File: config.mk
export PLATFORM = sky130hd
export DESIGN_NAME = dfgm_modulator
export DESIGN_NICKNAME = d
export VERILOG_FILES = /design/src/rtl/dfgm_pkg.sv /design/src/rtl/dfgm_modulator.sv /design/src/rtl/dfgm_fifo.sv
export SDC_FILE = /design/constraint.sdc
export NUM_CORES = 1
export LEC_CHECK = 0
export BUFFER_PORTS_ARGS = -buffer_cell sky130_fd_sc_hd__buf_4
export CAP_MARGIN = 20
export CORE_ASPECT_RATIO = 1.1
export CORE_MARGIN = 2
export CORE_UTILIZATION = 40
export CTS_CLUSTER_DIAMETER = 150
export DETAILED_ROUTE_END_ITERATION = 8
export SKIP_CTS_REPAIR_TIMING = 1
export SLEW_MARGIN = 30
export SYNTH_ARGS = -nofsm -noshare
export SYNTH_HDL_FRONTEND = slang
export SYNTH_SLANG_ARGS = --single-unit
File: constraint.sdc
create_clock -name pclk -period 15.8 [get_ports pclk]
set_clock_uncertainty 0.1 [all_clocks]
set_input_delay 1.58 -clock pclk [delete_from_list [all_inputs] [get_ports pclk]]
set_output_delay 1.58 -clock pclk [all_outputs]
set_load 0.01 [all_outputs]
File: src/rtl/dfgm_pkg.sv
`default_nettype none
package dfgm_pkg;
  localparam int unsigned ADDR_W = 12;
  localparam int unsigned DATA_W = 32;
  // register indices; byte address is four times the index
  localparam logic [7:0] IDX_TX_CFG = 8'h05;
  localparam logic [7:0] IDX_MID_A = 8'h0B;
  localparam logic [7:0] IDX_MID_B = 8'h0F;
  localparam logic [7:0] IDX_MID_C = 8'h13;
  localparam logic [7:0] IDX_MID_D = 8'h17;
  localparam logic [7:0] IDX_HIGH_A = 8'h0C;
  localparam logic [7:0] IDX_HIGH_B = 8'h10;
  localparam logic [7:0] IDX_HIGH_C = 8'h14;
  localparam logic [7:0] IDX_HIGH_D = 8'h18;
  localparam logic [7:0] IDX_DEV = 8'h1C;
  localparam logic [7:0] IDX_STEP_DIV = 8'h1D;
  localparam logic [7:0] IDX_SHAPE_CFG = 8'h1E;
  localparam logic [7:0] IDX_CTRL = 8'h20;
  localparam logic [7:0] IDX_TX_DATA = 8'h21;
  localparam logic [7:0] IDX_STATUS = 8'h22;
  // reset values
  localparam logic [7:0] RST_TX_CFG = 8'h03;
  localparam logic [7:0] RST_MID = 8'h00;
  localparam logic [7:0] RST_HIGH = 8'h10;
  localparam logic [7:0] RST_DEV = 8'hDF;
  localparam logic [7:0] RST_STEP_DIV = 8'h08;
  localparam logic [7:0] RST_SHAPE_CFG = 8'h00;
  localparam logic [7:0] RST_CTRL = 8'h00;
  // field positions and widths
  localparam int unsigned BIT_INVERT = 3;
  localparam int unsigned BIT_SETUP1_FSK = 0;
  localparam int unsigned BIT_SETUP2_FSK = 1;
  localparam int unsigned BIT_BYPASS = 3;
  localparam int unsigned BIT_TX_EN = 0;
  localparam int unsigned BIT_SETUP_SEL = 1;
  localparam int unsigned LSB_CHAN = 2;
  localparam int unsigned LSB_SCALE = 5;
  localparam int unsigned HIGH_KEEP_W = 6;
  localparam int unsigned FRAC_W = 21;
  // shaping, deviation, FIFO depth and word length figures
  localparam int unsigned STEPS_PER_CHIP = 16;
  localparam int unsigned DEV_MULT = 190;
  localparam int unsigned DEV_SHIFT = 6;
  localparam int unsigned FIFO_DEPTH = 8;
  localparam int unsigned CHIPS_PER_WORD = 8;

  typedef struct packed {
    logic [FRAC_W-1:0] frac;
    logic              fsk_high;
  } dfgm_synth_t;

  typedef struct packed {
    logic [4:0] shape_pos;
    logic       busy;
    logic       level;
    logic       fifo_full;
    logic       fifo_empty;
  } dfgm_status_t;
endpackage
`default_nettype wire

File: src/rtl/dfgm_modulator.sv
`default_nettype none
module dfgm_modulator (
  input  wire logic                          pclk,
  input  wire logic                          presetn,
  input  wire logic [dfgm_pkg::ADDR_W-1:0]   paddr,
  input  wire logic                          psel,
  input  wire logic                          penable,
  input  wire logic                          pwrite,
  input  wire logic [dfgm_pkg::DATA_W-1:0]   pwdata,
  output logic      [dfgm_pkg::DATA_W-1:0]   prdata,
  output logic                               pready,
  output logic                               pslverr,
  input  wire logic [7:0]                    frac_low_byte,
  output dfgm_pkg::dfgm_synth_t              synth,
  output logic                               ask_level,
  output logic                               tx_busy
);
  localparam logic [4:0] POS_TOP = 5'(dfgm_pkg::STEPS_PER_CHIP);

  // register file
  logic [7:0] tx_cfg;
  logic [7:0] frac_mid  [4];
  logic [7:0] frac_high [4];
  logic [7:0] dev_cfg;
  logic [7:0] step_div;
  logic [7:0] shape_cfg;
  logic [7:0] ctrl;

  // bus decode
  logic [7:0]  acc_idx;
  logic        acc_aligned;
  logic        wr_done;
  logic        is_data_wr;
  logic        mapped;
  logic [31:0] next_prdata;
  logic        hit_mid;
  logic        hit_high;

  // datapath
  logic [7:0]  fifo_out;
  logic        fifo_valid;
  logic        fifo_in_ready;
  logic        fifo_pop;
  logic [7:0]  step_cnt;
  logic        step_tick;
  logic [3:0]  phase;
  logic [7:0]  chip_sh;
  logic [3:0]  chips_left;
  logic        chip_raw;
  logic        active;
  logic [4:0]  shape_pos;
  logic        level;
  logic        is_fsk;
  logic        shaping_on;
  logic [1:0]  chan;
  logic [19:0] dev_lsb;
  logic [20:0] centre;
  logic [20:0] next_frac;
  dfgm_pkg::dfgm_status_t status;

  function automatic logic [1:0] chan_of(input logic [7:0] idx, input logic [7:0] base);
    chan_of = 2'((idx - base) >> 2);
  endfunction

  function automatic logic is_chan_reg(input logic [7:0] idx, input logic [7:0] base);
    is_chan_reg = (idx >= base) && (idx <= 8'(base + 8'h0C)) && (idx[1:0] == base[1:0]);
  endfunction

  // cumulative Gaussian weight in 1/256 of full swing, symmetric about 128
  // table kept short: 16 steps each way, end points exact
  function automatic logic [8:0] gauss_w(input logic [4:0] p);
    case (p)
      5'h00: gauss_w = 9'h000;
      5'h01: gauss_w = 9'h003;
      5'h02: gauss_w = 9'h008;
      5'h03: gauss_w = 9'h010;
      5'h04: gauss_w = 9'h01D;
      5'h05: gauss_w = 9'h02E;
      5'h06: gauss_w = 9'h044;
      5'h07: gauss_w = 9'h060;
      5'h08: gauss_w = 9'h080;
      5'h09: gauss_w = 9'h0A0;
      5'h0A: gauss_w = 9'h0BC;
      5'h0B: gauss_w = 9'h0D2;
      5'h0C: gauss_w = 9'h0E3;
      5'h0D: gauss_w = 9'h0F0;
      5'h0E: gauss_w = 9'h0F8;
      5'h0F: gauss_w = 9'h0FD;
      default: gauss_w = 9'h100;
    endcase
  endfunction

  assign acc_idx     = paddr[9:2];
  assign acc_aligned = (paddr[1:0] == 2'h0) && (paddr[11:10] == 2'h0);
  assign is_data_wr  = pwrite && (acc_idx == dfgm_pkg::IDX_TX_DATA);
  assign wr_done     = psel && penable && pready && pwrite && !pslverr;
  // channel windows shared by the read and write paths
  assign hit_mid     = is_chan_reg(acc_idx, dfgm_pkg::IDX_MID_A);
  assign hit_high    = is_chan_reg(acc_idx, dfgm_pkg::IDX_HIGH_A);

  always_comb begin
    mapped = acc_aligned;
    next_prdata = '0;
    if (hit_mid) begin
      next_prdata[7:0] = frac_mid[chan_of(acc_idx, dfgm_pkg::IDX_MID_A)];
    end else if (hit_high) begin
      // unused top bits read as zero
      next_prdata[5:0] = frac_high[chan_of(acc_idx, dfgm_pkg::IDX_HIGH_A)][5:0];
    end else begin
      case (acc_idx)
        dfgm_pkg::IDX_TX_CFG:    next_prdata[7:0] = tx_cfg;
        dfgm_pkg::IDX_DEV:       next_prdata[7:0] = dev_cfg;
        dfgm_pkg::IDX_STEP_DIV:  next_prdata[7:0] = step_div;
        dfgm_pkg::IDX_SHAPE_CFG: next_prdata[7:0] = shape_cfg;
        dfgm_pkg::IDX_CTRL:      next_prdata[7:0] = ctrl;
        dfgm_pkg::IDX_TX_DATA:   next_prdata = '0;
        dfgm_pkg::IDX_STATUS:    next_prdata[$bits(status)-1:0] = status;
        default:                 mapped = 1'b0;
      endcase
    end
  end

  // one wait state; a data write also waits while the FIFO is full
  always_ff @(posedge pclk or negedge presetn) begin
    if (!presetn) begin
      pready  <= 1'b0;
      pslverr <= 1'b0;
      prdata  <= '0;
    end else if (psel && penable && !pready) begin
      if (!(is_data_wr && mapped && !fifo_in_ready)) begin
        pready  <= 1'b1;
        pslverr <= !mapped;
        // refused reads return zero so nothing of a register leaks out
        prdata  <= (pwrite || !mapped) ? '0 : next_prdata;
      end
    end else begin
      pready  <= 1'b0;
      pslverr <= 1'b0;
    end
  end

  always_ff @(posedge pclk or negedge presetn) begin
    if (!presetn) begin
      tx_cfg    <= dfgm_pkg::RST_TX_CFG;
      dev_cfg   <= dfgm_pkg::RST_DEV;
      step_div  <= dfgm_pkg::RST_STEP_DIV;
      shape_cfg <= dfgm_pkg::RST_SHAPE_CFG;
    end else if (wr_done) begin
      case (acc_idx)
        dfgm_pkg::IDX_TX_CFG:    tx_cfg <= pwdata[7:0];
        dfgm_pkg::IDX_DEV:       dev_cfg <= pwdata[7:0];
        dfgm_pkg::IDX_STEP_DIV:  step_div <= pwdata[7:0];
        dfgm_pkg::IDX_SHAPE_CFG: shape_cfg <= pwdata[7:0];
        default:                 ;
      endcase
    end
  end

  // command bits: tx enable, setup select, channel
  always_ff @(posedge pclk or negedge presetn) begin
    if (!presetn) begin
      ctrl <= dfgm_pkg::RST_CTRL;
    end else if (wr_done && acc_idx == dfgm_pkg::IDX_CTRL) begin
      ctrl <= pwdata[7:0];
    end
  end

  always_ff @(posedge pclk or negedge presetn) begin
    if (!presetn) begin
      for (int i = 0; i < 4; i++) begin
        frac_mid[i]  <= dfgm_pkg::RST_MID;
        frac_high[i] <= dfgm_pkg::RST_HIGH;
      end
    end else if (wr_done) begin
      if (hit_mid) begin
        frac_mid[chan_of(acc_idx, dfgm_pkg::IDX_MID_A)] <= pwdata[7:0];
      end
      if (hit_high) begin
        // reserved bit 5 kept as written, top two not stored
        frac_high[chan_of(acc_idx, dfgm_pkg::IDX_HIGH_A)] <=
          {2'h0, pwdata[dfgm_pkg::HIGH_KEEP_W-1:0]};
      end
    end
  end

  dfgm_fifo #(
    .WIDTH (8),
    .DEPTH (dfgm_pkg::FIFO_DEPTH)
  ) u_fifo (
    .clk       (pclk),
    .rst_n     (presetn),
    .in_data   (pwdata[7:0]),
    .in_valid  (wr_done && is_data_wr),
    .in_ready  (fifo_in_ready),
    .out_data  (fifo_out),
    .out_valid (fifo_valid),
    .out_ready (fifo_pop)
  );

  // command bit picks the active setup, each setup says ASK or FSK
  assign is_fsk = ctrl[dfgm_pkg::BIT_SETUP_SEL] ? tx_cfg[dfgm_pkg::BIT_SETUP2_FSK]
                                                : tx_cfg[dfgm_pkg::BIT_SETUP1_FSK];
  assign shaping_on = is_fsk && !shape_cfg[dfgm_pkg::BIT_BYPASS];
  // channel switch takes effect at once, even mid-word
  assign chan = ctrl[dfgm_pkg::LSB_CHAN +: 2];
  assign centre = {frac_high[chan][4:0], frac_mid[chan], frac_low_byte};

  // deviation in fractional LSBs, scale 2^code/64, rounded
  assign dev_lsb = 20'((28'(dfgm_pkg::DEV_MULT) * 28'(dev_cfg[4:0])
                    * (28'(1) << dev_cfg[dfgm_pkg::LSB_SCALE +: 3])
                    + 28'(1 << (dfgm_pkg::DEV_SHIFT - 1))) >> dfgm_pkg::DEV_SHIFT);

  // one tick every step_div + 1 clocks
  always_ff @(posedge pclk or negedge presetn) begin
    if (!presetn) begin
      step_cnt  <= '0;
      step_tick <= 1'b0;
    end else if (step_cnt >= step_div) begin
      step_cnt  <= '0;
      step_tick <= 1'b1;
    end else begin
      step_cnt  <= 8'(step_cnt + 1'b1);
      step_tick <= 1'b0;
    end
  end

  // a chip lasts 16 ticks so that the steps span one chip when divided right
  assign fifo_pop = step_tick && (phase == 4'hF) && (chips_left == 4'h0)
                    && ctrl[dfgm_pkg::BIT_TX_EN];

  // free-running tick count within a chip; chip edges fall on its wrap
  always_ff @(posedge pclk or negedge presetn) begin
    if (!presetn) begin
      phase <= '0;
    end else if (step_tick) begin
      phase <= 4'(phase + 1'b1);
    end
  end

  always_ff @(posedge pclk or negedge presetn) begin
    if (!presetn) begin
      chip_sh    <= '0;
      chips_left <= '0;
      chip_raw   <= 1'b0;
      active     <= 1'b0;
    end else if (step_tick) begin
      if (phase == 4'hF) begin
        if (chips_left != 4'h0) begin
          chip_raw   <= chip_sh[0];
          chip_sh    <= chip_sh >> 1;
          chips_left <= 4'(chips_left - 1'b1);
          active     <= 1'b1;
        end else if (fifo_pop && fifo_valid) begin
          // word sent lsb chip first
          chip_raw   <= fifo_out[0];
          chip_sh    <= fifo_out >> 1;
          chips_left <= 4'(dfgm_pkg::CHIPS_PER_WORD - 1);
          active     <= 1'b1;
        end else begin
          active <= 1'b0;
        end
      end
    end
  end

  // idle keeps the last level, so the carrier rests on that side
  assign level = chip_raw ^ tx_cfg[dfgm_pkg::BIT_INVERT];

  // position 0 is full negative, 16 full positive deviation
  always_ff @(posedge pclk or negedge presetn) begin
    if (!presetn) begin
      shape_pos <= '0;
    end else if (!shaping_on) begin
      shape_pos <= level ? POS_TOP : 5'h00;
    end else if (step_tick) begin
      // one step per tick, holds at target
      // a reversal mid-transition walks back from where it stands
      if (level && shape_pos < POS_TOP) begin
        shape_pos <= 5'(shape_pos + 1'b1);
      end else if (!level && shape_pos != 5'h00) begin
        shape_pos <= 5'(shape_pos - 1'b1);
      end
    end
  end

  // centre minus dev plus a weighted share of twice dev
  always_comb begin
    logic [29:0] span;
    span = 30'({dev_lsb, 1'b0}) * 30'(gauss_w(shape_pos));
    next_frac = 21'(centre - 21'(dev_lsb) + 21'(span >> 8));
  end

  // registered so the divider sees one settled value per clock
  always_ff @(posedge pclk or negedge presetn) begin
    if (!presetn) begin
      synth <= '0;
    end else if (is_fsk) begin
      synth.frac     <= next_frac;
      synth.fsk_high <= level;
    end else begin
      // ASK keeps the carrier at centre; level goes to the PA
      synth.frac     <= centre;
      synth.fsk_high <= 1'b0;
    end
  end

  always_ff @(posedge pclk or negedge presetn) begin
    if (!presetn) begin
      ask_level <= 1'b0;
    end else begin
      // only keyed while a chip is on air, so idle ASK stays off
      ask_level <= !is_fsk && level && active;
    end
  end

  always_ff @(posedge pclk or negedge presetn) begin
    if (!presetn) begin
      tx_busy <= 1'b0;
    end else begin
      tx_busy <= active || fifo_valid;
    end
  end

  assign status.shape_pos  = shape_pos;
  assign status.busy       = active;
  assign status.level      = level;
  assign status.fifo_full  = !fifo_in_ready;
  assign status.fifo_empty = !fifo_valid;
endmodule // dfgm_modulator
`default_nettype wire

File: src/rtl/dfgm_fifo.sv
`default_nettype none
module dfgm_fifo #(
  parameter int unsigned WIDTH = 8,
  parameter int unsigned DEPTH = 8
) (
  input  wire logic             clk,
  input  wire logic             rst_n,
  input  wire logic [WIDTH-1:0] in_data,
  input  wire logic             in_valid,
  output logic                  in_ready,
  output logic [WIDTH-1:0]      out_data,
  output logic                  out_valid,
  input  wire logic             out_ready
);
  localparam int unsigned PW = $clog2(DEPTH);
  logic [WIDTH-1:0] mem [DEPTH];
  logic [PW-1:0]    wr_ptr;
  logic [PW-1:0]    rd_ptr;
  logic [PW:0]      count;
  logic             push;
  logic             pop;

  assign in_ready  = (count != (PW+1)'(DEPTH));
  assign out_valid = (count != '0);
  assign out_data  = mem[rd_ptr];
  assign push      = in_valid && in_ready;
  assign pop       = out_valid && out_ready;

  function automatic logic [PW-1:0] bump(input logic [PW-1:0] p);
    bump = (p == PW'(DEPTH - 1)) ? '0 : PW'(p + 1'b1);
  endfunction

  always_ff @(posedge clk) begin
    if (push) begin
      mem[wr_ptr] <= in_data;
    end
  end

  always_ff @(posedge clk or negedge rst_n) begin
    if (!rst_n) begin
      wr_ptr <= '0;
      rd_ptr <= '0;
      count  <= '0;
    end else begin
      if (push) begin
        wr_ptr <= bump(wr_ptr);
      end
      if (pop) begin
        rd_ptr <= bump(rd_ptr);
      end
      count <= (PW+1)'(count + push - pop);
    end
  end
endmodule // dfgm_fifo
`default_nettype wire

==> summary.txt, run 1 <==
Place
  – Placer's final routability congestion estimate: 0.862
  – DP Cell Count: 2961
  – Number of port buffers: 67
  – Sum of net half-perimeters after detailed placement: 40200 µm

Global routing
  – Wire length of the first global-routing pass: 85700 µm
  – Global-route congestion overflow total: 0
  – GRT Total Usage: 19.0%
  – Pin count of the biggest net entering global routing: 103
  – Antenna violations before repair: 0
  – Via count of the first global-routing pass: 16400

Synth
  – Cell types with the largest area share after synthesis: sky130_fd_sc_hd__fa_1, sky130_fd_sc_hd__dfrtp_1, sky130_fd_sc_hd__ha_1
  – Synth top area share: 18.2%
  – Cell type with the highest aggregate area in the netlist: sky130_fd_sc_hd__fa_1
  – Cells after synthesis: 2166
  – Flip-flop and latch count after synthesis: 236
  – Count of synthesis-stage warnings from yosys: 0
  – Portion of the post-synthesis area used by sequential elements: 28.4%
  – Mean area per synthesized cell: 10.1 µm²
  – Count of unique library cells instantiated by Yosys: 86
  – Ranking of synthesized cells by instance count: sky130_fd_sc_hd__inv_1, sky130_fd_sc_hd__nand2_1, sky130_fd_sc_hd__fa_1
  – Dominant cell by count in the synthesized netlist: sky130_fd_sc_hd__inv_1
  – Most instantiated flip-flop cell in the synthesis netlist: sky130_fd_sc_hd__dfrtp_1
  – Async set-reset flop share out of synthesis: 72.9%
  – EDFF count, synth: 64
  – Mapped Area: 22000 µm²

Critical path
  – Slack of the worst reg-to-reg path: 0.76 ns
  – Slowest cell delay on critical path: 0.54 ns
  – Critical Path Start Type: flop
  – Crit path DAT: 15.38 ns
  – Critical path type: flop to flop
  – Critical-path maximum fanout: 5
  – Most repeated library cell on the critical path: sky130_fd_sc_hd__fa_1
  – Data required, critical path: 16.14 ns
  – Crit. End Element: flop
  – Cell at the slowest stage of the critical path: sky130_fd_sc_hd__dfstp_2

Route
  – Antenna-violating nets left: 0
  – Initial DRC Count: 638
  – Detailed Routing Iterations Pass 1: 5
  – Total number of vias: 15500
  – Post-route DRC violation count: 0
  – Total routed wirelength: 52300 µm
  – Average wire length per cell after detail routing: 17.4 µm
  – Post-detailed-route via-to-cell ratio: 5.16

Clock tree
  – Maximum buffer depth of the clock tree: 3
  – Clk sink count: 236
  – Clock-pin transition on the worst setup and hold timing paths: 0.07 ns
  – Clock root buffer: sky130_fd_sc_hd__clkbuf_16
  – Number of buffers inserted during clock tree synthesis: 26
  – Clock H-tree levels: 1
  – Clock tree from TritonCTS: done
  – Worst-Skew Late Latency: 0.55 ns

Worst hold path
  – Path class of the lowest-slack min-delay path: flop to flop

Die
  – Floorplan die height: 250 µm
  – Die Area: 56800 µm²
  – Die W: 227 µm
  – Top Ports: 115
  – Placement row count: 90
  – Core Area: 54500 µm²
  – Initial cell density of the core: 40.3%

STA
  – Final-report max-slew violation count: 0
  – Accumulated negative setup slack: 0 ns
  – Number of hold violations in the final report: 0
  – Least-Margin Pin Slew: 0.986 ns
  – Max-slew headroom at the worst pin: 34.1%
  – Number of failing setup endpoints in the final timing report: 0
  – Time the worst path needs with I/O delays and setup: 15.04 ns
  – Upper clock frequency limit: 66.5 MHz
  – Final period util: 95.2%

Final layout
  – ANT cells: 0
  – Post-synthesis to final-layout area growth: 12.1%
  – Number of non-filler instances in the completed layout: 3013
  – Fraction of layout cells with a size suffix above 1: 16.7%
  – Total number of nets in the final design: 2705

Pwr
  – Leak: 11.8 nW
  – Maximum vdd ir drop: 0.0902 mV
  – Power per standard cell area: 61.3 nW/µm²

Run
  – Maximum capacitance violations: 0

Outcome
  – Run status: complete, no violations
report_power, final:
part	leakage [nW]	total, mW	internal, mW	switching [mW]
Sequential	2.87	0.665	0.649	0.0162
Clock	0.456	0.666	0.407	0.259
Combinational	8.51	0.177	0.0666	0.110
Total	11.8	1.51	1.12	0.385
critical path: cells and delay by family (launching register included):
family | cells | cell delay (ns)
AO/OA/AOI/OAI | 21 | 3.94
XOR/XNOR | 7 | 1.32
adder cells (fa/ha/maj) | 17 | 7.41
buffers and inverters | 11 | 0.66
flip-flops | 1 | 0.54
AND/OR/NAND/NOR | 6 | 0.95
cells by family (layout without fill, tap and decap cells):
group           after synthesis  count (layout)  share of synthesized area [%]
fa+ha+maj                   391             391                           29.1
xor+xnor                     95              95                           4.02
simple gates                576             576                           12.4
mux                         157             157                           9.73
other cells                   1              24                         0.0171
compound gates              277             277                           8.47
buf+inv                     433             521                           7.84
flops                       236             236                           28.4
sequential cells by signal (all words and copies together) (netlist names), 3 cells and up:
register       cells
dev_cfg            8
shape_cfg          8
u_fifo.mem        64
u_fifo.count       4
chips_left         4
step_div           8
frac_high         24
shape_pos          5
ctrl               8
frac_mid          32
u_fifo.wr_ptr      3
chip_sh            7
tx_cfg             8
synth             22
phase              4
u_fifo.rd_ptr      3
prdata             9
step_cnt           8
routing by layer:
layer	GRT usage, %	up-vias	share of wire (%)
met1	24.4	7876	43
met3	2.63	66	4.4
li1	-	7286	-
met2	34.0	307	51
met4	3.40	0	1.8
met5	0	-	0
final timing paths:
path / start / to / cells past startpoint
worst min register to register: phase[3]$_DFFE_PN0P_ / phase[3]$_DFFE_PN0P_ / 1
worst max-delay path: dev_cfg[3]$_DFFE_PN1P_ / synth[21]$_DFF_PN0_ / 62
worst min-delay path: phase[3]$_DFFE_PN0P_ / phase[3]$_DFFE_PN0P_ / 1
min in group asynchronous: presetn / synth[2]$_DFF_PN0_ / 1
max in group asynchronous: presetn / step_div[6]$_DFFE_PN0P_ / 2
worst max register to register: dev_cfg[3]$_DFFE_PN1P_ / synth[21]$_DFF_PN0_ / 62
cell usage in the layout, fill, tap and decap left out, types with 8 or more instances in the layout:
| cell | instances |
|---|---|
| sky130_fd_sc_hd__and3_1 | 12 |
| sky130_fd_sc_hd__o221ai_1 | 8 |
| sky130_fd_sc_hd__a22oi_1 | 22 |
| sky130_fd_sc_hd__and2_1 | 36 |
| sky130_fd_sc_hd__dfstp_2 | 14 |
| sky130_fd_sc_hd__a21oi_1 | 74 |
| sky130_fd_sc_hd__nand3_1 | 17 |
| sky130_fd_sc_hd__mux2i_1 | 20 |
| sky130_fd_sc_hd__nand2b_1 | 27 |
| sky130_fd_sc_hd__nand4_1 | 11 |
| sky130_fd_sc_hd__buf_4 | 121 |
| sky130_fd_sc_hd__a21o_1 | 26 |
| sky130_fd_sc_hd__xnor2_1 | 47 |
| sky130_fd_sc_hd__mux4_2 | 35 |
| sky130_fd_sc_hd__nor2_1 | 163 |
| sky130_fd_sc_hd__nor3_1 | 26 |
| sky130_fd_sc_hd__inv_1 | 347 |
| sky130_fd_sc_hd__mux2_2 | 101 |
| sky130_fd_sc_hd__or3_1 | 8 |
| sky130_fd_sc_hd__ha_1 | 188 |
| sky130_fd_sc_hd__xor2_1 | 38 |
| sky130_fd_sc_hd__nand2_1 | 208 |
| sky130_fd_sc_hd__o21a_1 | 8 |
| sky130_fd_sc_hd__xnor2_2 | 8 |
| sky130_fd_sc_hd__a22o_1 | 10 |
| sky130_fd_sc_hd__or2_2 | 12 |
| sky130_fd_sc_hd__conb_1 | 24 |
| sky130_fd_sc_hd__edfxtp_1 | 64 |
| sky130_fd_sc_hd__clkbuf_16 | 27 |
| sky130_fd_sc_hd__nor2b_1 | 14 |
| sky130_fd_sc_hd__o21ai_0 | 58 |
| sky130_fd_sc_hd__dfrtp_1 | 156 |
| sky130_fd_sc_hd__fa_1 | 200 |
| sky130_fd_sc_hd__o21bai_1 | 13 |
through the flow:
stage	area (µm²)	hold slack [ns]	utilization, %	setup slack, ns	total power [mW]
after floorplan	22000	0.346	-	0.897	0.795
after global placement	23500	0.361	43.1	0.399	0.846
after detailed placement	23500	0.370	43.1	0.250	0.853
after CTS	24400	0.386	44.9	0.231	1.52
after global routing	24600	0.402	45.1	-0.0651	1.57
final	24600	0.386	45.1	0.764	1.51
cell type report:
class	count	area (µm²)
tap	736	921
multi-input combinational	1520	14200
sequential	236	6250
clock inverter	11	170
fill	5123	29900
inverter	349	1310
timing repair buffer	124	946
clock buffer	37	773
No activity file was read; power rests on OpenSTA's default activity.
==> inputs of run 2 (changes only) <==
--- a/config.mk
+++ b/config.mk
@@ -5,13 +5,13 @@
 export SDC_FILE = /design/constraint.sdc
 export NUM_CORES = 1
 export LEC_CHECK = 0
-export BUFFER_PORTS_ARGS = -buffer_cell sky130_fd_sc_hd__buf_4
 export CAP_MARGIN = 20
 export CORE_ASPECT_RATIO = 1.1
 export CORE_MARGIN = 2
 export CORE_UTILIZATION = 40
 export CTS_CLUSTER_DIAMETER = 150
 export DETAILED_ROUTE_END_ITERATION = 8
+export DONT_BUFFER_PORTS = 1
 export SKIP_CTS_REPAIR_TIMING = 1
 export SLEW_MARGIN = 30
 export SYNTH_ARGS = -nofsm -noshare
==> run 2 against run 1 <==
Die area did not move. Cell count is 2.2% lower. Critical path depth fell by 1. Critical path type unchanged.
==> summary.txt, run 2 (synthesis gave the netlist of run 1 again) <==
Outcome
  – Run status: complete, no violations

Final layout
  – Most frequent standard cell in the layout excluding fill and tap cells: sky130_fd_sc_hd__inv_1
  – Largest registers: u_fifo.mem: 64 flops, frac_mid: 32 flops, frac_high: 24 flops
  – Number of flip-flops in the largest register: 64 (unchanged)
  – Fraction of layout cells with a size suffix above 1: 14.8% (-1.9 points)
  – ANT cells: 0 (unchanged)
  – Most used cells in the layout excluding fill and tap cells: sky130_fd_sc_hd__inv_1, sky130_fd_sc_hd__nand2_1, sky130_fd_sc_hd__fa_1
  – Post-synthesis to final-layout area growth: 9.83%
  – Largest reg by FF count: u_fifo.mem
  – Total number of nets in the final design: 2639 (-2.4%)

Clock tree
  – Clock tree from TritonCTS: done
  – Worst-Skew Late Latency: 0.57 ns (+0.02 ns)
  – Clock root buffer: sky130_fd_sc_hd__clkbuf_16
  – Clock H-tree levels: 1 (unchanged)
  – Clk sink count: 236 (unchanged)
  – Number of buffers inserted during clock tree synthesis: 26 (unchanged)
  – Clock-pin transition on the worst setup and hold timing paths: 0.06 ns (about the same)
  – Maximum buffer depth of the clock tree: 3 (unchanged)

Critical path
  – Crit path DAT: 15.48 ns (+0.10 ns)
  – Slack of the worst reg-to-reg path: 0.66 ns (-0.10 ns)
  – Crit. End Element: flop
  – Critical Path Start Type: flop
  – Data required, critical path: 16.15 ns (about the same)
  – Critical-path maximum fanout: 8 (+3)
  – Cell at the slowest stage of the critical path: sky130_fd_sc_hd__xnor2_1
  – Critical path type: flop to flop
  – Most repeated library cell on the critical path: sky130_fd_sc_hd__fa_1
  – Slowest cell delay on critical path: 0.57 ns (+0.03 ns)

Die
  – Die W: 227 µm (unchanged)
  – Floorplan die height: 250 µm (unchanged)
  – Placement row count: 90 (unchanged)
  – Top Ports: 115 (unchanged)
  – Core Area: 54500 µm² (unchanged)
  – Initial cell density of the core: 40.3% (unchanged)
  – Die Area: 56800 µm² (unchanged)

Global routing
  – Antenna violations before repair: 1 (+1)
  – M1 GR Usage: 23.8% (-0.61 points)
  – Global-route met2 utilization: 33.3% (-0.72 points)
  – Met3 layer usage reported by global route: 3.19% (+0.57 points)
  – Highest-utilization routing layer at the global route stage: met2
  – Via count of the first global-routing pass: 16200 (-1.0%)
  – Wire length of the first global-routing pass: 85200 µm (-0.56%)
  – Global-route congestion overflow total: 0 (unchanged)
  – GRT Total Usage: 18.8% (-0.14 points)
  – Pin count of the biggest net entering global routing: 173 (+68%)

STA
  – Number of hold violations in the final report: 0 (unchanged)
  – Number of failing setup endpoints in the final timing report: 0 (unchanged)
  – Final-report max-slew violation count: 0 (unchanged)
  – Final period util: 95.8% (+0.63 points)
  – Max-slew headroom at the worst pin: 32.5% (-1.6 points)
  – Final-layout worst hold slack: 0.384 ns (-0.00180 ns)
  – Time the worst path needs with I/O delays and setup: 15.14 ns (+0.0990 ns)
  – Least-Margin Pin Slew: 1.01 ns (+0.0194 ns)
  – Upper clock frequency limit: 66.1 MHz (-0.65%)
  – Worst setup slack after layout: 0.665 ns (-0.0990 ns)

Route
  – Total routed wirelength: 51400 µm (-1.8%)
  – Post-route DRC violation count: 0 (unchanged)
  – Total number of vias: 15400 (-1.1%)
  – Antenna-violating nets left: 0 (unchanged)
  – Average wire length per cell after detail routing: 17.4 µm (+0.42%)
  – Initial DRC Count: 741 (+16%)
  – Post-detailed-route via-to-cell ratio: 5.21 (+1.1%)
  – Detailed Routing Iterations Pass 1: 5 (unchanged)

Pwr
  – Sequential share of power: 45.6% (+1.5 points)
  – Combinational power share: 9.9% (-1.8 points)
  – Leak: 11.5 nW (-2.9%)
  – Maximum vdd ir drop: 0.0805 mV (-11%)
  – Power spent charging and discharging nets: 370 µW (-3.9%)
  – Power per standard cell area: 60.7 nW/µm² (-0.94%)
  – Switch share: 25.3% (-0.27 points)
  – Overall power consumption: 1.46 mW (-2.9%)
  – Fraction of power consumed by the clock network: 44.5% (+0.4 points)
  – Internal cell power: 1.09 mW (-2.6%)

Place
  – Sum of net half-perimeters after detailed placement: 39800 µm (-1.1%)
  – Worst setup slack before clock tree synthesis: 0.121 ns (-0.129 ns)
  – Placer's final routability congestion estimate: 0.852 (-1.2%)
  – Number of port buffers: 0 (-100%)

Worst hold path
  – Path class of the lowest-slack min-delay path: flop to flop

Run
  – Maximum capacitance violations: 0 (unchanged)
## run 2: power groups by stage
stage	sequential [mW]	clock (mW)	combinational, mW
after CTS	0.667	0.666	0.144
after global routing	0.670	0.692	0.165
after detailed placement	0.678	0	0.144
final	0.667	0.652	0.145
after floorplan	0.674	0	0.122
after global placement	0.677	0	0.138
## run 2: worst paths after layout
path,endpoint,startpoint,depth (start not counted)
setup / recovery,synth[21]$_DFF_PN0_,dev_cfg[3]$_DFFE_PN1P_,61
hold / removal,chip_sh[0]$_DFFE_PN0P_,chip_sh[0]$_DFFE_PN0P_,2
setup reg to reg,synth[21]$_DFF_PN0_,dev_cfg[3]$_DFFE_PN1P_,61
hold reg to reg,chip_sh[0]$_DFFE_PN0P_,chip_sh[0]$_DFFE_PN0P_,2
max in group asynchronous,ctrl[2]$_DFFE_PN0P_,presetn,0
min in group asynchronous,synth[2]$_DFF_PN0_,presetn,0
## run 2: per-stage QoR
stage,setup TNS [ns],utilization (%),cells,area (µm²)
3_5_place_dp,0,42.2,2891,23000
6_report,0,44.2,2947,24100
4_1_cts,0,43.9,2939,23900
2_1_floorplan,0,-,2189,22000
3_3_place_gp,0,42.1,2891,23000
5_1_grt,-0.0611,44.2,2947,24100
## run 2: layer usage
metal,up-vias,wire (µm)
met5,-,13
met4,2,1230
met3,72,2600
met2,337,25800
met1,7783,21700
li1,7170,-
## run 2: area by class of cell
cell class	instances	area, µm²
Fill cell	5163	30400
Multi-Input combinational cell	1520	14300
Sequential cell	236	6240
Inverter	349	1310
Tap cell	736	921
Clock buffer	33	707
Timing Repair Buffer	58	435
Clock inverter	15	215
## run 2: worst max-delay path: cells and delay by family, from the launching register on
| family | cells | cell delay, ns |
|---|---|---|
| XOR/XNOR | 7 | 1.71 |
| buffers and inverters | 13 | 0.99 |
| AND/OR/NAND/NOR | 7 | 1.25 |
| adder cells (fa/ha/maj) | 17 | 7.41 |
| AO/OA/AOI/OAI | 17 | 2.98 |
| flip-flops | 1 | 0.54 |
